`config.mk`:
```
export PLATFORM = sky130hd
export DESIGN_NAME = can_err_int
export DESIGN_NICKNAME = d
export VERILOG_FILES = /design/src/inc/can_err_pkg.sv /design/src/hdl/can_err_detect.sv /design/src/hdl/can_err_int.sv /design/src/hdl/can_int_encode.sv
export SDC_FILE = /design/constraint.sdc
export NUM_CORES = 1
export LEC_CHECK = 0
export BUFFER_PORTS_ARGS = -buffer_cell sky130_fd_sc_hd__buf_2
export CORE_MARGIN = 5
export CORE_UTILIZATION = 45
export CTS_CLUSTER_SIZE = 10
export DETAILED_ROUTE_END_ITERATION = 8
export HOLD_SLACK_MARGIN = 0.06
export PLACE_DENSITY = 0.68
export REMOVE_ABC_BUFFERS = 1
export SLEW_MARGIN = 30
export SYNTH_ARGS = -nofsm -noshare
export SYNTH_HDL_FRONTEND = slang
export SYNTH_SLANG_ARGS = --single-unit
```
`constraint.sdc`:
```
create_clock -name i_clk -period 5 [get_ports i_clk]
set_clock_uncertainty 0.2 [all_clocks]
set_input_delay 0.5 -clock i_clk [delete_from_list [all_inputs] [get_ports i_clk]]
set_output_delay 0.5 -clock i_clk [all_outputs]
set_load 0.02 [all_outputs]
```
`src/inc/can_err_pkg.sv`:
```
/*
 package for the can error and interrupt logic: limits, counter steps,
 interrupt codes and the structs that carry bit-level events.
 assumes nothing beyond a systemverilog compiler.
*/
package can_err_pkg;
   localparam int CNT_W = 9;
   localparam logic [8:0] PASSIVE_LIMIT = 9'h080; // 128
   localparam logic [8:0] BUSOFF_LIMIT = 9'h100; // 256
   localparam logic [8:0] WARN_LIMIT = 9'h060; // 96
   localparam logic [8:0] CNT_MAX = 9'h1FF;
   localparam logic [8:0] TX_ERR_STEP = 9'h008;
   localparam logic [8:0] RX_ERR_STEP = 9'h001;
   localparam logic [8:0] RX_ERR_STEP_BIG = 9'h008;
   localparam logic [8:0] SUCCESS_STEP = 9'h001;
   localparam logic [3:0] IDLE_RUN_LEN = 4'hB; // 11 recessive bits
   localparam logic [7:0] RECOVERY_RUNS = 8'h80; // 128 runs
   localparam logic [2:0] STUFF_LIMIT = 3'h6; // six equal bits
   localparam int CRC_W = 15;
   localparam logic [14:0] CRC_POLY = 15'h4599;
   localparam int N_TX = 3;
   localparam int N_RX = 2;
   localparam logic [2:0] CODE_NONE = 3'h0;
   localparam logic [2:0] CODE_ERR = 3'h1;
   localparam logic [2:0] CODE_WAKE = 3'h2;
   localparam logic [2:0] CODE_TX0 = 3'h3;
   localparam logic [2:0] CODE_RX0 = 3'h6;

   typedef enum logic [1:0] {
      ST_ACTIVE = 2'b00,
      ST_PASSIVE = 2'b01,
      ST_BUSOFF = 2'b10
   } err_state_t;

   // frame position of the current sampled bit, supplied by the bit stream logic
   typedef enum logic [2:0] {
      SEG_IDLE = 3'b000,
      SEG_ARB = 3'b001,
      SEG_BODY = 3'b010, // control and data field
      SEG_CRC = 3'b011,
      SEG_CRC_DELIM = 3'b100,
      SEG_ACK_SLOT = 3'b101,
      SEG_TAIL = 3'b110 // ack delimiter, end of frame, interframe space
   } seg_t;

   typedef struct packed {
      logic valid; // one sample point
      logic rx_bit; // 1 = recessive
      logic tx_bit;
      logic transmitting;
      logic stuff_bit; // destuffed bit, kept out of the crc
      seg_t seg;
      logic frame_start;
   } bit_evt_t;

   typedef struct packed {
      logic crc_err;
      logic ack_err;
      logic form_err;
      logic bit_err;
      logic stuff_err;
   } err_kind_t;

   // communication status bits readable by software
   typedef struct packed {
      logic rx_ovfl1;
      logic rx_ovfl0;
      logic tx_bus_off;
      logic tx_passive;
      logic rx_passive;
      logic tx_warn;
      logic rx_warn;
      logic warn;
   } comm_status_t;
endpackage : can_err_pkg

```
`src/hdl/can_err_detect.sv`:
```
/*
 error detection for one node: crc, ack, form, bit and stuff checks on
 each sampled bit. assumes the bit stream logic marks the segment of every
 sampled bit and the received crc bits arrive in the crc segment.
*/
`timescale 1ns/1ps
`default_nettype none
module can_err_detect (
   input wire logic i_clk,
   input wire logic i_reset,
   input wire can_err_pkg::bit_evt_t i_bit,
   output can_err_pkg::err_kind_t o_err
);
   logic [can_err_pkg::CRC_W-1:0] crc_q, crc_d;
   logic [can_err_pkg::CRC_W-1:0] rx_crc_q, rx_crc_d;
   logic [2:0] run_q, run_d;
   logic last_q, last_d;
   can_err_pkg::err_kind_t err_q, err_d;

   // next crc after one bit
   function automatic logic [can_err_pkg::CRC_W-1:0] crc_step(
      input logic [can_err_pkg::CRC_W-1:0] c, input logic b);
      logic fb;
      fb = b ^ c[can_err_pkg::CRC_W-1];
      crc_step = {c[can_err_pkg::CRC_W-2:0], 1'b0} ^ (fb ? can_err_pkg::CRC_POLY : '0);
   endfunction : crc_step

   // checks evaluated per sample point, result held one cycle
   always_comb begin
      crc_d = crc_q;
      rx_crc_d = rx_crc_q;
      run_d = run_q;
      last_d = last_q;
      err_d = '0;
      if (i_bit.valid) begin
         if (i_bit.frame_start) begin
            crc_d = crc_step('0, i_bit.rx_bit);
            run_d = 3'h1;
            last_d = i_bit.rx_bit;
         end else begin
            // crc covers start of frame through data field, stuff bits excluded
            if (!i_bit.stuff_bit && (i_bit.seg == can_err_pkg::SEG_ARB ||
                i_bit.seg == can_err_pkg::SEG_BODY))
               crc_d = crc_step(crc_q, i_bit.rx_bit);
            if (!i_bit.stuff_bit && i_bit.seg == can_err_pkg::SEG_CRC)
               rx_crc_d = {rx_crc_q[can_err_pkg::CRC_W-2:0], i_bit.rx_bit};
            // stuffing run counted from start of frame up to crc delimiter
            if (i_bit.rx_bit == last_q && run_q != can_err_pkg::STUFF_LIMIT)
               run_d = run_q + 3'h1;
            else if (i_bit.rx_bit != last_q)
               run_d = 3'h1;
            last_d = i_bit.rx_bit;
            if (run_d == can_err_pkg::STUFF_LIMIT && i_bit.seg != can_err_pkg::SEG_IDLE &&
                i_bit.seg != can_err_pkg::SEG_ACK_SLOT && i_bit.seg != can_err_pkg::SEG_TAIL)
               err_d.stuff_err = 1'b1;
         end
         // compare on the crc delimiter, by then all crc bits are in
         if (i_bit.seg == can_err_pkg::SEG_CRC_DELIM && !i_bit.transmitting &&
             rx_crc_q != crc_q)
            err_d.crc_err = 1'b1;
         if ((i_bit.seg == can_err_pkg::SEG_CRC_DELIM || i_bit.seg == can_err_pkg::SEG_TAIL) &&
             !i_bit.rx_bit)
            err_d.form_err = 1'b1;
         if (i_bit.transmitting && i_bit.seg == can_err_pkg::SEG_ACK_SLOT && i_bit.rx_bit)
            err_d.ack_err = 1'b1;
         // dominant over recessive is arbitration loss or ack, not an error
         if (i_bit.transmitting && i_bit.rx_bit != i_bit.tx_bit &&
             !(i_bit.tx_bit && (i_bit.seg == can_err_pkg::SEG_ARB ||
               i_bit.seg == can_err_pkg::SEG_ACK_SLOT)))
            err_d.bit_err = 1'b1;
      end
   end

   always_ff @(posedge i_clk) begin
      if (i_reset) begin
         crc_q <= '0;
         rx_crc_q <= '0;
         run_q <= 3'h0;
         last_q <= 1'b1;
         err_q <= '0;
      end else begin
         crc_q <= crc_d;
         rx_crc_q <= rx_crc_d;
         run_q <= run_d;
         last_q <= last_d;
         err_q <= err_d;
      end
   end

   assign o_err = err_q;
endmodule : can_err_detect
`default_nettype wire

```
`src/hdl/can_err_int.sv`:
```
/*
 error counters, fault confinement state, bus-off recovery and the
 interrupt flags of a can controller. assumes sampled-bit events come from
 the bit stream logic on this clock, and software flag writes are one-cycle
 strobes with a clear mask.
*/
// What this block does
// - receiver compares computed crc against received crc, flags crc error on mismatch
// - transmitter flags ack error when ack slot stays recessive, requeues message
// - dominant bit in delimiters, end of frame or interframe space is a form error
// - transmitter flags bit error on mismatch, except recessive-read-dominant in arbitration or ack
// - six equal bits between start of frame and crc delimiter is a stuff error
// - error aborts transmission for retry; error frames dominant if active, recessive if passive
// - in bus-off the node neither transmits nor receives
// - separate receive and transmit counters readable; error-active while both below 128
// - error-passive when either counter is 128 or more
// - bus-off when transmit counter reaches 256, held until recovery seen
// - recovery after 128 runs of 11 recessive bits, back to active unaided
// - warning flag set when either counter at 96 or more, cleared otherwise
// - each source has its own enable; error flag has many sources, cause readable
// - three-bit code reports highest pending source, lowest code wins
// - code considers only enabled sources, advances when the top one clears
// - transmit buffer flag set when buffer empties; software clears by writing zero
// - receive buffer flag set right after end of frame of good reception
// - message error flag set on any error; interrupts only if enabled
// - sleeping with wake enabled, bus activity sets wake flag and ends sleep
// - filtered message with busy receive buffer sets overflow bit, software clears
// - error interrupt on overflow, warning, passive entry and bus-off entry
// - interrupt pending while flag set; software clear blocked while condition lasts
`timescale 1ns/1ps
`default_nettype none
module can_err_int #(
   parameter int N_TX = can_err_pkg::N_TX,
   parameter int N_RX = can_err_pkg::N_RX
) (
   input wire logic i_clk,
   input wire logic i_reset,
   input wire can_err_pkg::bit_evt_t i_bit,
   input wire logic i_rx_ok, // frame received fine, end of frame passed
   input wire logic i_tx_ok, // frame sent and acknowledged
   input wire logic i_rx_dominant_err, // dominant seen right after own error flag
   input wire logic [N_RX-1:0] i_rx_stored, // message loaded into receive buffer
   input wire logic [N_RX-1:0] i_rx_full_hit, // filtered message, target buffer busy
   input wire logic [N_TX-1:0] i_tx_empty, // transmit buffer emptied
   input wire logic i_sleep,
   input wire logic i_bus_activity, // raw bus pin, asynchronous
   input wire logic i_flag_write, // software writes the flag register
   input wire logic [6:0] i_flag_wdata, // zero bits clear: err, wake, tx0..2, rx0..1
   input wire logic i_msg_err_clear,
   input wire logic i_ovfl_clear,
   input wire logic [6:0] i_int_enable,
   input wire logic i_msg_err_enable,
   output logic [7:0] o_receive_error_counter,
   output logic [8:0] o_transmit_error_counter,
   output can_err_pkg::comm_status_t o_communication_status,
   output can_err_pkg::err_state_t o_err_state,
   output logic [6:0] o_interrupt_flag_register,
   output logic o_message_error_flag,
   output logic [2:0] o_interrupt_code,
   output logic o_irq,
   output logic o_wake,
   output logic o_error_frame_start,
   output logic o_error_frame_level, // 0 = dominant flag, 1 = recessive
   output logic o_retransmit,
   output logic o_bus_enable
);
   localparam int N_SRC = 2 + N_TX + N_RX;

   can_err_pkg::err_kind_t err;
   logic any_err;
   logic [8:0] rec_q, rec_d, tec_q, tec_d;
   can_err_pkg::err_state_t st_q, st_d;
   logic [3:0] idle_run_q, idle_run_d;
   logic [7:0] runs_q, runs_d;
   logic act_m_q, act_s_q, wake_q, wake_d;
   logic [N_SRC-1:0] flags_q, flags_d;
   logic msg_err_q, msg_err_d;
   logic [N_RX-1:0] ovfl_q, ovfl_d;
   logic [4:0] cond_q, cond_d; // rx warn, tx warn, rx passive, tx passive, bus-off
   logic err_event;
   logic [2:0] code;
   logic efs_q, efl_q, retx_q, irq_q, busen_q;
   logic tx_q; // errors arrive a cycle late, so the role is delayed to match
   can_err_pkg::comm_status_t cs_q, cs_d;

   can_err_detect u_detect (
      .i_clk(i_clk),
      .i_reset(i_reset),
      .i_bit(i_bit),
      .o_err(err)
   );

   assign any_err = |err;

   // saturating add keeps counters from wrapping
   function automatic logic [8:0] sat_add(input logic [8:0] a, input logic [8:0] b);
      logic [9:0] s;
      s = {1'b0, a} + {1'b0, b};
      sat_add = s[9] ? can_err_pkg::CNT_MAX : s[8:0];
   endfunction : sat_add

   // warning / passive decode used for both counters
   function automatic logic at_least(input logic [8:0] c, input logic [8:0] lim);
      at_least = (c >= lim);
   endfunction : at_least

   // error counters per the can fault confinement steps
   always_comb begin
      rec_d = rec_q;
      tec_d = tec_q;
      if (st_q == can_err_pkg::ST_BUSOFF) begin
         if (st_d == can_err_pkg::ST_ACTIVE) begin
            rec_d = '0;
            tec_d = '0;
         end
      end else if (any_err) begin
         if (tx_q)
            tec_d = sat_add(tec_q, can_err_pkg::TX_ERR_STEP);
         else
            rec_d = sat_add(rec_q, can_err_pkg::RX_ERR_STEP);
      end else if (i_rx_dominant_err) begin
         rec_d = sat_add(rec_q, can_err_pkg::RX_ERR_STEP_BIG);
      end else begin
         if (i_tx_ok && tec_q != '0)
            tec_d = tec_q - can_err_pkg::SUCCESS_STEP;
         // a good frame pulls a passive receiver back below the limit
         if (i_rx_ok && rec_q != '0)
            rec_d = at_least(rec_q, can_err_pkg::PASSIVE_LIMIT) ?
                    can_err_pkg::PASSIVE_LIMIT - 9'h001 : rec_q - can_err_pkg::SUCCESS_STEP;
      end
   end

   // fault confinement state and bus-off recovery counting
   always_comb begin
      st_d = st_q;
      idle_run_d = idle_run_q;
      runs_d = runs_q;
      case (st_q)
         can_err_pkg::ST_ACTIVE, can_err_pkg::ST_PASSIVE: begin
            idle_run_d = '0;
            runs_d = '0;
            if (at_least(tec_q, can_err_pkg::BUSOFF_LIMIT))
               st_d = can_err_pkg::ST_BUSOFF;
            else if (at_least(tec_q, can_err_pkg::PASSIVE_LIMIT) ||
                     at_least(rec_q, can_err_pkg::PASSIVE_LIMIT))
               st_d = can_err_pkg::ST_PASSIVE;
            else
               st_d = can_err_pkg::ST_ACTIVE;
         end
         can_err_pkg::ST_BUSOFF: begin
            if (i_bit.valid) begin
               if (!i_bit.rx_bit)
                  idle_run_d = '0;
               else if (idle_run_q == can_err_pkg::IDLE_RUN_LEN - 4'h1) begin
                  idle_run_d = '0;
                  runs_d = runs_q + 8'h01;
               end else
                  idle_run_d = idle_run_q + 4'h1;
            end
            if (runs_q == can_err_pkg::RECOVERY_RUNS)
               st_d = can_err_pkg::ST_ACTIVE;
         end
         default: st_d = can_err_pkg::ST_ACTIVE;
      endcase
   end

   // error state conditions and the events they produce on entry
   always_comb begin
      cond_d = {at_least(rec_q, can_err_pkg::WARN_LIMIT),
                at_least(tec_q, can_err_pkg::WARN_LIMIT),
                at_least(rec_q, can_err_pkg::PASSIVE_LIMIT),
                at_least(tec_q, can_err_pkg::PASSIVE_LIMIT),
                st_q == can_err_pkg::ST_BUSOFF};
      // rising edges only, so one change gives one flag event
      err_event = |(cond_d & ~cond_q) | |(i_rx_full_hit & ~ovfl_q);
   end

   // sticky flags: hardware set wins over software clear
   always_comb begin
      flags_d = flags_q;
      msg_err_d = msg_err_q;
      ovfl_d = ovfl_q;
      wake_d = 1'b0;
      if (i_flag_write)
         flags_d = flags_q & i_flag_wdata;
      // a flag whose cause still stands cannot be cleared
      if (|cond_d[4:0] || |ovfl_q)
         flags_d[0] = flags_q[0] | flags_d[0];
      for (int t = 0; t < N_TX; t++) begin
         if (i_tx_empty[t])
            flags_d[2+t] = 1'b1;
      end
      for (int r = 0; r < N_RX; r++) begin
         if (i_rx_stored[r] && i_rx_ok)
            flags_d[2+N_TX+r] = 1'b1;
         if (i_ovfl_clear)
            ovfl_d[r] = 1'b0;
         if (i_rx_full_hit[r])
            ovfl_d[r] = 1'b1;
      end
      if (err_event)
         flags_d[0] = 1'b1;
      // wake only from sleep and only when its source is enabled
      if (i_sleep && i_int_enable[1] && act_s_q) begin
         flags_d[1] = 1'b1;
         wake_d = 1'b1;
      end
      if (i_msg_err_clear)
         msg_err_d = 1'b0;
      if (any_err)
         msg_err_d = 1'b1;
   end

   can_int_encode #(
      .N_SRC(N_SRC)
   ) u_encode (
      .i_pending(flags_q),
      .i_enable(i_int_enable),
      .o_code(code)
   );

   // status image for software
   always_comb begin
      cs_d.warn = cond_d[4] | cond_d[3];
      cs_d.rx_warn = cond_d[4];
      cs_d.tx_warn = cond_d[3];
      cs_d.rx_passive = cond_d[2];
      cs_d.tx_passive = cond_d[1];
      cs_d.tx_bus_off = cond_d[0];
      cs_d.rx_ovfl0 = ovfl_q[0];
      cs_d.rx_ovfl1 = ovfl_q[N_RX-1];
   end

   always_ff @(posedge i_clk) begin
      if (i_reset) begin
         rec_q <= '0;
         tec_q <= '0;
         st_q <= can_err_pkg::ST_ACTIVE;
         idle_run_q <= '0;
         runs_q <= '0;
         flags_q <= '0;
         msg_err_q <= 1'b0;
         ovfl_q <= '0;
         cond_q <= '0;
         cs_q <= '0;
      end else begin
         rec_q <= rec_d;
         tec_q <= tec_d;
         st_q <= st_d;
         idle_run_q <= idle_run_d;
         runs_q <= runs_d;
         flags_q <= flags_d;
         msg_err_q <= msg_err_d;
         ovfl_q <= ovfl_d;
         cond_q <= cond_d;
         cs_q <= cs_d;
      end
   end

   // bus pin synchroniser, active low pin means activity
   always_ff @(posedge i_clk) begin
      if (i_reset) begin
         act_m_q <= 1'b0;
         act_s_q <= 1'b0;
      end else begin
         act_m_q <= ~i_bus_activity;
         act_s_q <= act_m_q;
      end
   end

   // registered outputs toward the bit stream logic and the cpu
   always_ff @(posedge i_clk) begin
      if (i_reset) begin
         efs_q <= 1'b0;
         efl_q <= 1'b0;
         retx_q <= 1'b0;
         irq_q <= 1'b0;
         busen_q <= 1'b1;
         tx_q <= 1'b0;
         wake_q <= 1'b0;
      end else begin
         efs_q <= any_err && st_q != can_err_pkg::ST_BUSOFF;
         efl_q <= (st_q == can_err_pkg::ST_PASSIVE);
         retx_q <= any_err && tx_q && st_d != can_err_pkg::ST_BUSOFF;
         irq_q <= (code != can_err_pkg::CODE_NONE) | (msg_err_d & i_msg_err_enable);
         busen_q <= (st_d != can_err_pkg::ST_BUSOFF);
         wake_q <= wake_d;
         tx_q <= i_bit.transmitting;
      end
   end

   assign o_receive_error_counter = rec_q[7:0];
   assign o_transmit_error_counter = tec_q;
   assign o_communication_status = cs_q;
   assign o_err_state = st_q;
   assign o_interrupt_flag_register = flags_q;
   assign o_message_error_flag = msg_err_q;
   assign o_interrupt_code = code;
   assign o_irq = irq_q;
   assign o_wake = wake_q;
   assign o_error_frame_start = efs_q;
   assign o_error_frame_level = efl_q;
   assign o_retransmit = retx_q;
   assign o_bus_enable = busen_q;
endmodule : can_err_int
`default_nettype wire

```
`src/hdl/can_int_encode.sv`:
```
/*
 priority encoder for the interrupt code: lowest code wins among enabled
 pending sources. assumes pending vector order err, wake, tx0..2, rx0..1.
*/
`timescale 1ns/1ps
`default_nettype none
module can_int_encode #(
   parameter int N_SRC = 7
) (
   input wire logic [N_SRC-1:0] i_pending,
   input wire logic [N_SRC-1:0] i_enable,
   output logic [2:0] o_code
);
   logic [N_SRC-1:0] live;

   // scan from lowest priority upward so the highest one is written last
   always_comb begin
      live = i_pending & i_enable;
      o_code = can_err_pkg::CODE_NONE;
      for (int i = N_SRC - 1; i >= 0; i--) begin
         if (live[i])
            o_code = 3'(i + 1);
      end
   end
endmodule : can_int_encode
`default_nettype wire

```
==> summary.md, run 1 <==
| Metric | Value |
|---|---|
| Vias per std cell | 5.83 |
| First-pass GRT wire length | 22.9 mm |
| Routed length per instance | 16.5 um |
| Cell Int Power | 1720 uW |
| Sw Ratio | 39.5% |
| Avg Cell Area, Syn | 8.35 um^2 |
| ANT cells | 0 |
| Hold Crit Depth | 2 |
| Post-synth EDFFs | 0 |
| Crit path max-delay family | compound AO/OA/AOI/OAI gates |
| CTS buffer count | 9 |
| Peak VDD IR | 0.000281 V |
| Layout overhead on the synthesized area | 14.2% |
| Top_reg_cell synth | dfxtp_1 |
| Core footprint | 0.0114 mm^2 |
| Slowest CP cell | a311oi_4 |
| Vias in the first global route | 4,689 |
| Grt total ovfl | 0 |
| Die height | 118 um |
| F_max | 343 MHz |
| Post-synth cell types | 70 |
| Nets | 738 |
| Worst R2R Path Depth | 7 |
| Post-route DRC | 0 |
| Outcome | completed |
| Pin count of the biggest net entering global routing | 71 |
| First DRT Iteration DRCs | 308 |
| Crit path launch type | register |
| Final ANT Viol Nets | 0 |
| Synth Instances | 627 |
| R2R setup slack | 2090 ps |
| CTS sink count | 98 |
| Die Span X | 118 um |
| Reg power frac | 37.9% |
| Cell Pwr Density | 475 mW/mm^2 |
| Clk buf depth | 2 |
| Worst EP required | 5040 ps |
| CP bufs+invs | 1 |
| Setup_tns | 0 ps |
| Layout cells sized above 1 | 17.6% |
| RSZ-0062 raised after global routing | false |
| Hold Path Sink | act_m_q |
| Initial Util | 45.8% |
| Switching pwr | 1120 uW |
| Root buf cell | clkbuf_16 |
| Routed WL | 13.7 mm |
| H-tree depth | 3 |
| Flops & latches, synth | 98 |
| Reg-to-Reg Start | runs_q[0] |
| Initial antenna violation count | 0 |
| Setup violators final | 0 |
| Yosys warns | 0 |
| Crit Path Category | reg -> reg |
| Final Core Density | 52.4% |
| Comb pwr share | 37.0% |
| Max-cap violations | 0 |
| Vias | 4,835 |
| Row count | 39 |
| Clock Latency Late Sink | 350 ps |
| Slew @ Worst Pin | 966 ps |
| GRT Total Usage | 19.7% |
| Arrival time at the worst endpoint | 2950 ps |
| Dpl hpwl | 9.69 mm |
| Post-route clock period utilization | 58.2% |
| Async S/R FF share, synth | 0% |
| Placer Congestion | 0.860 |
| Min cycle time layout | 2910 ps |
| Port Buffer Count | 84 |
| Synthesized area | 0.00524 mm^2 |
| Hold Vio Cnt, Final | 0 |
| Share of power burned in the clock network | 25.1% |
| Largest stage delay, worst path | 610 ps |
| Hold buffers post-CTS | 0 |
| Worst slew margin | 35.5% |
| P_leak | 0.00237 uW |
| Crit path cell chain | inv_1, ha_1, or4b_4, o41a_4, a311oi_4, o21ai_0, a32o_1 |
| Crit path max fanout | 13 |
| CTS clk-pin slew, worst paths | 70 ps |
| Hold path startpoint | i_bus_activity |
| Crit end category | register |
| # IOs | 85 |
| Total die area | 0.0139 mm^2 |
| 1st-pass router iterations | 5 |
| Type of the tightest min-delay check | in -> reg |
| Reg-to-reg endpoint | rec_q[3] |
| # resized after CTS | 0 |
| Post-CTS Setup Bufs | 0 |
| Post-synthesis sequential area ratio | 37.5% |
| FILL cells | 1,065 |
| Final Slew Violations | 0 |
| CTS tree | built |
==> stage by stage <==
stage / power, uW / worst slack [ps] / instance area (um^2) / instances / hold WS, ps
CTS: 2840 / 2150 / 5970 / 830 / 88.2
global route: 3020 / 1900 / 5980 / 830 / 105
floorplan: 1770 / 2410 / 5030 / 584 / 214
finish: 2840 / 2090 / 5980 / 830 / 99.1
global placement: 2110 / 2230 / 5670 / 814 / 223
detailed placement: 2120 / 2150 / 5670 / 814 / 232
==> worst max-delay path by stage <==
stage                            from                     endpoint  cells past startpoint
floorplan                    i_bit[0]         u_detect.rx_crc_q[0]                      4
global placement            runs_q[0]                     rec_q[0]                      7
detailed placement          runs_q[0]                     rec_q[3]                      7
CTS                         runs_q[0]                     rec_q[3]                      7
global route        u_detect.o_err[1]  o_transmit_error_counter[3]                      5
finish                      runs_q[0]                     rec_q[3]                      7
==> final cells by class <==
type / instances / area (um^2) / area share, %
multi-input combinational: 452 / 2960 / 49.5
tap: 143 / 179 / 2.99
inverter: 34 / 128 / 2.13
clock inverter: 3 / 47.5 / 0.795
timing repair buffer: 87 / 443 / 7.41
clock buffer: 13 / 260 / 4.35
sequential: 98 / 1960 / 32.8
==> synthesized netlist by cell type (3+ instances only) <==
| cell type | instances | share of area (%) |
|---|---|---|
| ha_1 | 15 | 3.6 |
| a41oi_1 | 3 | 0.50 |
| a21oi_1 | 29 | 2.8 |
| nand3b_1 | 4 | 0.57 |
| nor3_1 | 13 | 1.2 |
| buf_1 | 5 | 0.36 |
| a211oi_1 | 12 | 1.7 |
| o211ai_1 | 5 | 0.72 |
| nand3_1 | 20 | 1.9 |
| mux2i_1 | 19 | 3.6 |
| a31oi_1 | 11 | 1.3 |
| or3_1 | 4 | 0.48 |
| o211a_1 | 4 | 0.76 |
| a221oi_1 | 4 | 0.67 |
| o311ai_0 | 3 | 0.50 |
| and3_1 | 4 | 0.48 |
| nand2b_1 | 7 | 0.84 |
| or2_2 | 3 | 0.36 |
| o22ai_1 | 3 | 0.36 |
| nand2_1 | 34 | 2.4 |
| o31ai_1 | 3 | 0.43 |
| xnor2_1 | 35 | 5.9 |
| inv_1 | 33 | 2.4 |
| clkbuf_1 | 28 | 2.0 |
| o221a_2 | 3 | 0.65 |
| o21ai_0 | 33 | 3.2 |
| dfxtp_1 | 98 | 37 |
| nor2_1 | 84 | 6.0 |
| xor2_1 | 8 | 1.3 |
| buf_4 | 8 | 1.1 |
| nor3b_1 | 3 | 0.43 |
| nand4_1 | 16 | 1.9 |
| nor4_1 | 9 | 1.1 |
| a22oi_1 | 10 | 1.4 |
| nor2b_1 | 7 | 0.84 |
| o2111ai_1 | 3 | 0.50 |
| o21a_1 | 3 | 0.43 |
==> kinds of logic (layout without fill, tap and decap cells) <==
group / after synthesis / in the layout / synth area share, %
DFF: 98 / 98 / 37.5
and+or+nand+nor: 218 / 218 / 20.2
xor gates and xnor gates: 43 / 43 / 7.19
muxes: 21 / 21 / 4.13
AOI/OAI and AO/OA: 155 / 155 / 21.2
adders and majority gates: 15 / 15 / 3.59
buffers and inverters: 77 / 137 / 6.26
==> power groups by stage <==
stage | Combinational [uW] | Clock [uW] | Sequential (uW)
after floorplan | 625 | 0 | 1150
after global placement | 1030 | 0 | 1080
after detailed placement | 1030 | 0 | 1090
after CTS | 1040 | 733 | 1070
after global routing | 1150 | 763 | 1100
final | 1050 | 712 | 1080
==> metal layers <==
layer / track usage [%] / wire, um / vias to the layer above
met1: 24.3 / 6010 / 2307
li1: - / - / 2361
met4: 7.24 / 273 / 0
met5: 0 / 0 / -
met3: 5.57 / 889 / 18
met2: 32.5 / 6490 / 149
==> cell usage in the layout (no fill, tap or decap), types with 3 or more instances in the layout <==
cell type   n
a211oi_1   12
a21oi_1    29
a221oi_1    4
a22oi_1    10
a31oi_1    11
a41oi_1     3
and3_1      4
buf_2      84
buf_4       3
clkbuf_16   9
dfxtp_1    98
ha_1       15
inv_1      33
mux2i_1    19
nand2_1    34
nand2b_1    7
nand3_1    20
nand3b_1    4
nand4_1    16
nor2_1     84
nor2b_1     7
nor3_1     13
nor3b_1     3
nor4_1      9
o2111ai_1   3
o211a_1     4
o211ai_1    5
o21a_1      3
o21ai_0    33
o221a_2     3
o22ai_1     3
o311ai_0    3
o31ai_1     3
or2_2       3
or3_1       4
xnor2_1    35
xor2_1      8
==> state kept, by name (all words and copies together) (netlist names), 4 cells and up <==
signal / count
u_detect.rx_crc_q: 15
o_interrupt_flag_register: 7
u_detect.o_err: 5
o_transmit_error_counter: 9
u_detect.crc_q: 15
runs_q: 8
idle_run_q: 4
rec_q: 9
cond_q: 5
Note: power is estimated with default switching activity, not from simulation.
==> run 2: changes to the inputs <==
- PLACE_DENSITY: 0.68 -> 0.7
- clock period: 5 -> 2.5 ns (I/O delays scaled with it)
==> run 2 against run 1 <==
  * Total power up 110%
  * Design area rose by 9.0%
  * Die area stayed put
  * Maximum frequency grew 20%
  * Count of clock-buffer cells in the layout down 1
  * Sequential power grew 87%
  * Sequential share of layout area fell by 2.7 points
  * Final cell count grew 7.0%
  * Clock power up 110%
  * Largest cell class unchanged
  * Non-clock buffer count increased by 58
==> summary.md, run 2 (synthesis gave the netlist of run 1 again) <==
| Metric | Value |
|---|---|
| Die Span X | 118 um (unchanged) |
| Layout overhead on the synthesized area | 24.5% (was 14.2%) |
| Final Core Density | 57.1% (was 52.4%) |
| Initial Util | 45.8% (unchanged) |
| P_leak | 0.00266 uW (was 0.00237 uW) |
| CTS clk-pin slew, worst paths | 70 ps (about the same) |
| Initial antenna violation count | 0 (unchanged) |
| GRT Total Usage | 20.8% (was 19.7%) |
| ANT cells | 0 (unchanged) |
| Total power | 6000 uW (was 2840 uW) |
| Dpl hpwl | 10.3 mm (was 9.69 mm) |
| Root buf cell | clkbuf_16 (unchanged) |
| Pin count of the biggest net entering global routing | 39 (was 71) |
| Reg power frac | 33.7% (was 37.9%) |
| Cell Pwr Density | 921 mW/mm^2 (was 475 mW/mm^2) |
| Comb pwr share | 40.9% (was 37.0%) |
| FILL cells | 1,026 (was 1,065) |
| Clock Latency Late Sink | 350 ps (about the same) |
| 1st-pass router iterations | 5 (unchanged) |
| DP Area | 0.00588 mm^2 (was 0.00567 mm^2) |
| CTS sink count | 98 (unchanged) |
| H-tree depth | 3 (unchanged) |
| # IOs | 85 (unchanged) |
| Hold Vio Cnt, Final | 0 (unchanged) |
| Layout cells sized above 1 | 21.1% (was 17.6%) |
| CTS tree | built (unchanged) |
| F_max | 410 MHz (was 343 MHz) |
| Crit path max fanout | 4 (was 13) |
| Post-route DRC | 0 (unchanged) |
| Routed length per instance | 16.3 um (was 16.5 um) |
| Setup WS pre-CTS | 0.674 ps (was 2150 ps) |
| Crit path cell chain | inv_2, ha_4, or4b_4, o41a_4, a311oi_4, nand2_2, mux2_4 (was inv_1, ha_1, or4b_4, o41a_4, a311oi_4, o21ai_0, a32o_1) |
| Worst slew margin | 57.6% (was 35.5%) |
| Crit Path Category | reg -> reg (unchanged) |
| Commonest non-fill, non-tap cell in the layout | dfxtp_1 (unchanged) |
| Core footprint | 0.0114 mm^2 (unchanged) |
| Final worst setup slack | 63.8 ps (was 2090 ps) |
| First-pass GRT wire length | 24.1 mm (was 22.9 mm) |
| First DRT Iteration DRCs | 393 (was 308) |
| Cell Int Power | 3720 uW (was 1720 uW) |
| Vias in the first global route | 4,997 (was 4,689) |
| Port Buffer Count | 84 (unchanged) |
| Largest stage delay, worst path | 450 ps (was 610 ps) |
| Largest registers | u_detect.crc_q x15, u_detect.rx_crc_q x15 (unchanged) |
| RSZ-0062 raised after global routing | false (unchanged) |
| CTS buffer count | 9 (unchanged) |
| Total die area | 0.0139 mm^2 (unchanged) |
| Max-cap violations | 0 (unchanged) |
| Type of the tightest min-delay check | in -> reg (unchanged) |
| Outcome | completed (unchanged) |
| Placer Congestion | 0.913 (was 0.860) |
| Min cycle time layout | 2440 ps (was 2910 ps) |
| Routed WL | 14.4 mm (was 13.7 mm) |
| Post-route cell area | 0.00652 mm^2 (was 0.00598 mm^2) |
| Nets | 796 (was 738) |
| Crit end category | register (unchanged) |
| Post-route clock period utilization | 97.4% (was 58.2%) |
| Peak VDD IR | 0.000566 V (was 0.000281 V) |
| Final ANT Viol Nets | 0 (unchanged) |
| Crit path launch type | register (unchanged) |
| Sw Ratio | 38.0% (was 39.5%) |
| Arrival time at the worst endpoint | 2480 ps (was 2950 ps) |
| Die height | 118 um (unchanged) |
| Share of power burned in the clock network | 25.4% (was 25.1%) |
| Worst EP required | 2540 ps (was 5040 ps) |
| Row count | 39 (unchanged) |
| Vias | 5,145 (was 4,835) |
| Slowest CP cell | or4b_4 (was a311oi_4) |
| Slew @ Worst Pin | 632 ps (was 966 ps) |
| Setup violators final | 0 (unchanged) |
| Vias per std cell | 5.79 (was 5.83) |
| Final Slew Violations | 0 (unchanged) |
| Clk buf depth | 2 (unchanged) |
| Switching pwr | 2280 uW (was 1120 uW) |
| Grt total ovfl | 0 (unchanged) |
| Most frequent cells in the layout | dfxtp_1 (96), nor2_1 (84), buf_2 (84), xnor2_1 (35), nand2_1 (34) (was dfxtp_1 (98), nor2_1 (84), buf_2 (84), xnor2_1 (35), nand2_1 (34)) |
-- run 2: cell type report --
type | count | area, um^2 | share of cell area [%]
clock inverter | 4 | 73.8 | 1.13
multi-input combinational | 452 | 2970 | 45.5
tap | 143 | 179 | 2.75
timing repair buffer | 145 | 950 | 14.6
inverter | 34 | 128 | 1.96
sequential | 98 | 1960 | 30.1
clock buffer | 12 | 256 | 3.94
-- run 2: final timing paths --
check	cells after the start	end	slack (ps)	startpoint
worst max-delay path	7	rec_q[0]	60	runs_q[1]
worst max register to register	7	rec_q[0]	60	runs_q[1]
worst min register to register	1	act_s_q	240	act_m_q
worst min-delay path	3	u_detect.o_err[1]	80	i_bit[6]
-- run 2: metrics by stage --
stage / hold WS [ps] / TNS (ps) / instances
floorplan: 117 / -124 / 584
global placement: 200 / 0 / 843
detailed placement: 202 / 0 / 843
CTS: 60.7 / 0 / 886
global route: 78.6 / 0 / 888
finish: 75.1 / 0 / 888
-- run 2: metal layers --
metal | GRT usage (%) | wire [um] | vias to the layer above
li1 | - | - | 2481
met3 | 5.62 | 993 | 19
met1 | 26.3 | 6210 | 2450
met4 | 7.46 | 265 | 0
met2 | 34.1 | 6980 | 195
met5 | 0 | 0 | -
-- run 2: what timing repair did --
item / in CTS / in global routing
pin swaps: 1 / 0
hold endpoints to repair: 17 / 0
hold buffers: 27 / 0
buffers inserted: 0 / 2
endpoints found under the setup margin: 1 / 7
gates resized for setup: 0 / 7
-- run 2: power groups by stage --
stage               clock network, uW  logic (uW)  registers (uW)
floorplan                           0        1250            2290
global placement                    0        2350            2040
detailed placement                  0        2370            2040
CTS                              1570        2420            2010
global route                     1640        2680            2050
finish                           1530        2460            2020
-- run 2: critical path: cells and delay by family (launching register included) --
kind	cells	cell delay [ps]
flip-flops	1	320
adder cells (fa/ha/maj)	1	120
AO/OA/AOI/OAI	2	720
buffers and inverters	1	70
multiplexers	1	310
AND/OR/NAND/NOR	2	580
==> run 3: changes to the inputs <==
- MAX_ROUTING_LAYER: default -> met4
- SYNTH_HIERARCHICAL: default -> 1
==> run 3 against run 2 <==
  * Combinational power rose by 20%
  * Count of clock-buffer cells in the layout fell by 3
  * Sequential cell count did not move
  * Non-clock buffer count rose by 2
  * Sequential power barely moved
  * Synthesized area rose by 3.2%
  * Total power rose by 7.9%
  * Critical path depth fell by 1
  * Clock power barely moved
  * Utilization fell by 1.5 points
  * Via count rose by 1.4%
  * Largest cell class unchanged
  * Largest power group unchanged
==> summary.md, run 3 <==
| Metric | Value |
|---|---|
| Synthesized area | 0.00540 mm^2 (was 0.00524 mm^2) |
| Arrival time at the worst endpoint | 2410 ps (was 2480 ps) |
| Slowest CP cell | or4_1 (was or4b_4) |
| Worst slew margin | 54.4% (was 57.6%) |
| Crit path cell chain | or4_1, o211ai_4, o211ai_2, buf_4, o31a_1, nor3_1 (was inv_2, ha_4, or4b_4, o41a_4, a311oi_4, nand2_2, mux2_4) |
| Type of the tightest min-delay check | in -> reg (unchanged) |
| CP bufs+invs | 1 (unchanged) |
| Die height | 120 um (was 118 um) |
| Synth Area in Compound Gates | 23.7% (was 21.2%) |
| Top post-synthesis cells by count | dfxtp_1 (98), nor2_1 (61), nand2_1 (52) (was dfxtp_1 (98), nor2_1 (84), xnor2_1 (35)) |
| Initial Util | 45.3% (was 45.8%) |
| Synth Area in XOR/XNOR | 6.49% (was 7.19%) |
| Min cycle time layout | 2350 ps (was 2440 ps) |
| # IOs | 85 (unchanged) |
| Share of power burned in the clock network | 23.8% (was 25.4%) |
| Core footprint | 0.0119 mm^2 (was 0.0114 mm^2) |
| Largest family of logic cells by synthesized area | compound AO/OA/AOI/OAI gates (unchanged) |
| Outcome | completed (unchanged) |
| Setup WS pre-CTS | 128 ps (was 0.674 ps) |
| Synth Instances | 640 (was 627) |
| Nets | 805 (was 796) |
| First-pass GRT wire length | 24.9 mm (was 24.1 mm) |
| Post-Synth Simple-Gate Area | 21.6% (was 20.2%) |
| Worst EP required | 2560 ps (was 2540 ps) |
| Post-route DRC | 0 (unchanged) |
| Crit path max-delay family | simple AND/OR/NAND/NOR gates (was compound AO/OA/AOI/OAI gates) |
| Sw Ratio | 39.7% (was 38.0%) |
| GR Util met3 | 5.33% (was 5.62%) |
| Slew @ Worst Pin | 682 ps (was 632 ps) |
| Routed WL | 15.1 mm (was 14.4 mm) |
| Mux cell area share after synthesis | 1.76% (was 4.13%) |
| Avg Cell Area, Syn | 8.44 um^2 (was 8.35 um^2) |
| Yosys warns | 6 (was 0) |
| Synth area leader | dfxtp_1 (unchanged) |
| Async S/R FF share, synth | 0% (unchanged) |
| Clock Latency Late Sink | 350 ps (about the same) |
| 1st-pass router iterations | 6 (was 5) |
| Hold Vio Cnt, Final | 0 (unchanged) |
| Final worst setup slack | 146 ps (was 63.8 ps) |
| Crit Path Category | reg -> reg (unchanged) |
| Grt total ovfl | 0 (unchanged) |
| Layout overhead on the synthesized area | 22.7% (was 24.5%) |
| Routed length per instance | 16.7 um (was 16.3 um) |
| Most frequent cell after synthesis | dfxtp_1 (unchanged) |
| Top_reg_cell synth | dfxtp_1 (unchanged) |
| CTS tree | built (unchanged) |
| F_max | 425 MHz (was 410 MHz) |
| Vias per std cell | 5.78 (was 5.79) |
| Total power | 6480 uW (was 6000 uW) |
| Setup violators final | 0 (unchanged) |
| Synth area leaders | dfxtp_1 (36%), a21oi_1 (4.4%), nor2_1 (4.2%), nand2_1 (3.6%), o21ai_0 (3.3%) (was dfxtp_1 (37%), nor2_1 (6.0%), xnor2_1 (5.9%), mux2i_1 (3.6%), ha_1 (3.6%)) |
| CTS clk-pin slew, worst paths | 80 ps (was 70 ps) |
| Root buf cell | clkbuf_16 (unchanged) |
| Max-cap violations | 0 (unchanged) |
| Layout cells sized above 1 | 21.7% (was 21.1%) |
| Port Buffer Count | 84 (unchanged) |
| Die Span X | 120 um (was 118 um) |
| Reg power frac | 30.7% (was 33.7%) |
| Row count | 40 (was 39) |
| CTS sink count | 98 (unchanged) |
| Final Slew Violations | 0 (unchanged) |
| P_leak | 0.00273 uW (was 0.00266 uW) |
| CTS buffer count | 9 (unchanged) |
| Crit end category | register (unchanged) |
| Crit path max fanout | 7 (was 4) |
| Most frequent cells in the layout | dfxtp_1 (98), buf_2 (84), nor2_1 (61), nand2_1 (52), a21oi_1 (48) (was dfxtp_1 (96), nor2_1 (84), buf_2 (84), xnor2_1 (35), nand2_1 (34)) |
| GRT Total Usage | 21.8% (was 20.8%) |
| H-tree depth | 3 (unchanged) |
| Post-synth top area share | 36.3% (was 37.5%) |
| Dpl hpwl | 10.7 mm (was 10.3 mm) |
| Peak VDD IR | 0.000734 V (was 0.000566 V) |
| Flops & latches, synth | 98 (unchanged) |
| Vias | 5,217 (was 5,145) |
| Cell Pwr Density | 978 mW/mm^2 (was 921 mW/mm^2) |
| Vias in the first global route | 5,155 (was 4,997) |
| Placer Congestion | 0.944 (was 0.913) |
| Switching pwr | 2570 uW (was 2280 uW) |
| GR Layer Usage met2 | 36.5% (was 34.1%) |
| Synth Area in Adders | 3.24% (was 3.59%) |
| Commonest non-fill, non-tap cell in the layout | dfxtp_1 (unchanged) |
| RSZ-0062 raised after global routing | false (unchanged) |
| Crit path launch type | register (unchanged) |
| Setup_tns | 0 ps (unchanged) |
| ANT cells | 0 (unchanged) |
| Largest stage delay, worst path | 710 ps (was 450 ps) |
| Post-synthesis sequential area ratio | 36.3% (was 37.5%) |
| Cell Int Power | 3900 uW (was 3720 uW) |
| Initial antenna violation count | 0 (unchanged) |
| First DRT Iteration DRCs | 482 (was 393) |
| Largest registers | u_detect/crc_q x15, u_detect/rx_crc_q x15 (was u_detect.crc_q x15, u_detect.rx_crc_q x15) |
| Pin count of the biggest net entering global routing | 37 (was 39) |
| Post-synth EDFFs | 0 (unchanged) |
| Total die area | 0.0143 mm^2 (was 0.0139 mm^2) |
| Post-route clock period utilization | 94.1% (was 97.4%) |
| Comb pwr share | 45.5% (was 40.9%) |
| Final Core Density | 55.6% (was 57.1%) |
| Post-synth cell types | 82 (was 70) |
| Final ANT Viol Nets | 0 (unchanged) |
| Clk buf depth | 2 (unchanged) |
| Busiest grt layer | met2 (unchanged) |
| M1 GR Usage | 25.8% (was 26.3%) |
==> run 3: cell count changes after synthesis, sizes merged, moves of 7 or more <==
| cell | delta |
|---|---|
| nor2 | -22 |
| a21oi | +20 |
| nand2 | +17 |
| xnor2 | -15 |
| o21ai | +12 |
| xor2 | +12 |
| mux2i | -11 |
| buf | +10 |
| nand4 | -7 |
==> run 3: power groups by stage <==
stage | clock (uW) | sequential (uW) | combinational, uW
2_1_floorplan | 0 | 2340 | 1480
5_1_grt | 1660 | 2020 | 3230
4_1_cts | 1570 | 1980 | 2910
6_report | 1540 | 1990 | 2950
3_5_place_dp | 0 | 2020 | 2850
3_3_place_gp | 0 | 2010 | 2800
==> run 3: final cells by class <==
class	count	area, um^2
well taps	147	184
clock buffers	9	225
fillers	1048	5290
flip-flops and latches	98	1960
repair buffers	147	966
multi-input cells	466	3080
clock inverters	7	106
inverters	28	105
==> run 3: logic make-up (layout without fill, tap and decap cells) <==
logic type | count (synthesis) | in the layout
compound gates | 182 | 182
xor+xnor | 40 | 40
fa+ha+maj | 14 | 14
buf+inv | 76 | 191
flops | 98 | 98
mux | 9 | 9
simple gates | 221 | 221
==> run 3: tightest hold or removal path, delay by kind of cell <==
family / cells / cell delay (ps)
AND/OR/NAND/NOR: 1 / 80
buffers and inverters: 1 / 190
AO/OA/AOI/OAI: 1 / 60
==> run 3: routing by layer <==
| layer | vias to the layer above | wire (um) |
|---|---|---|
| met3 | 38 | 957 |
| met5 | - | 0 |
| met1 | 2464 | 6530 |
| li1 | 2518 | - |
| met4 | 0 | 312 |
| met2 | 197 | 7260 |
==> run 3: per-stage QoR <==
stage | instances | hold slack [ps] | cell area (um^2)
finish | 902 | 75.5 | 6620
global route | 902 | 111 | 6620
CTS | 902 | 60.4 | 6620
detailed placement | 857 | 220 | 6000
global placement | 857 | 219 | 6000
floorplan | 592 | 115 | 5140
==> run 3: worst paths after layout <==
path | startpoint | endpoint | slack, ps | depth (start not counted)
max | u_detect/o_err[1] | o_transmit_error_counter[8] | 150 | 6
min | i_bit[7] | u_detect/rx_crc_q[0] | 80 | 3
max reg2reg | u_detect/o_err[1] | o_transmit_error_counter[8] | 150 | 6
min reg2reg | act_m_q | act_s_q | 250 | 1
==> run 3: what timing repair did <==
item | in CTS | in global routing
buffers inserted | 0 | 0
endpoints found under the hold margin | 18 | 0
gates resized for setup | 0 | 1
setup endpoints to repair | 0 | 1
hold buffers | 29 | 0
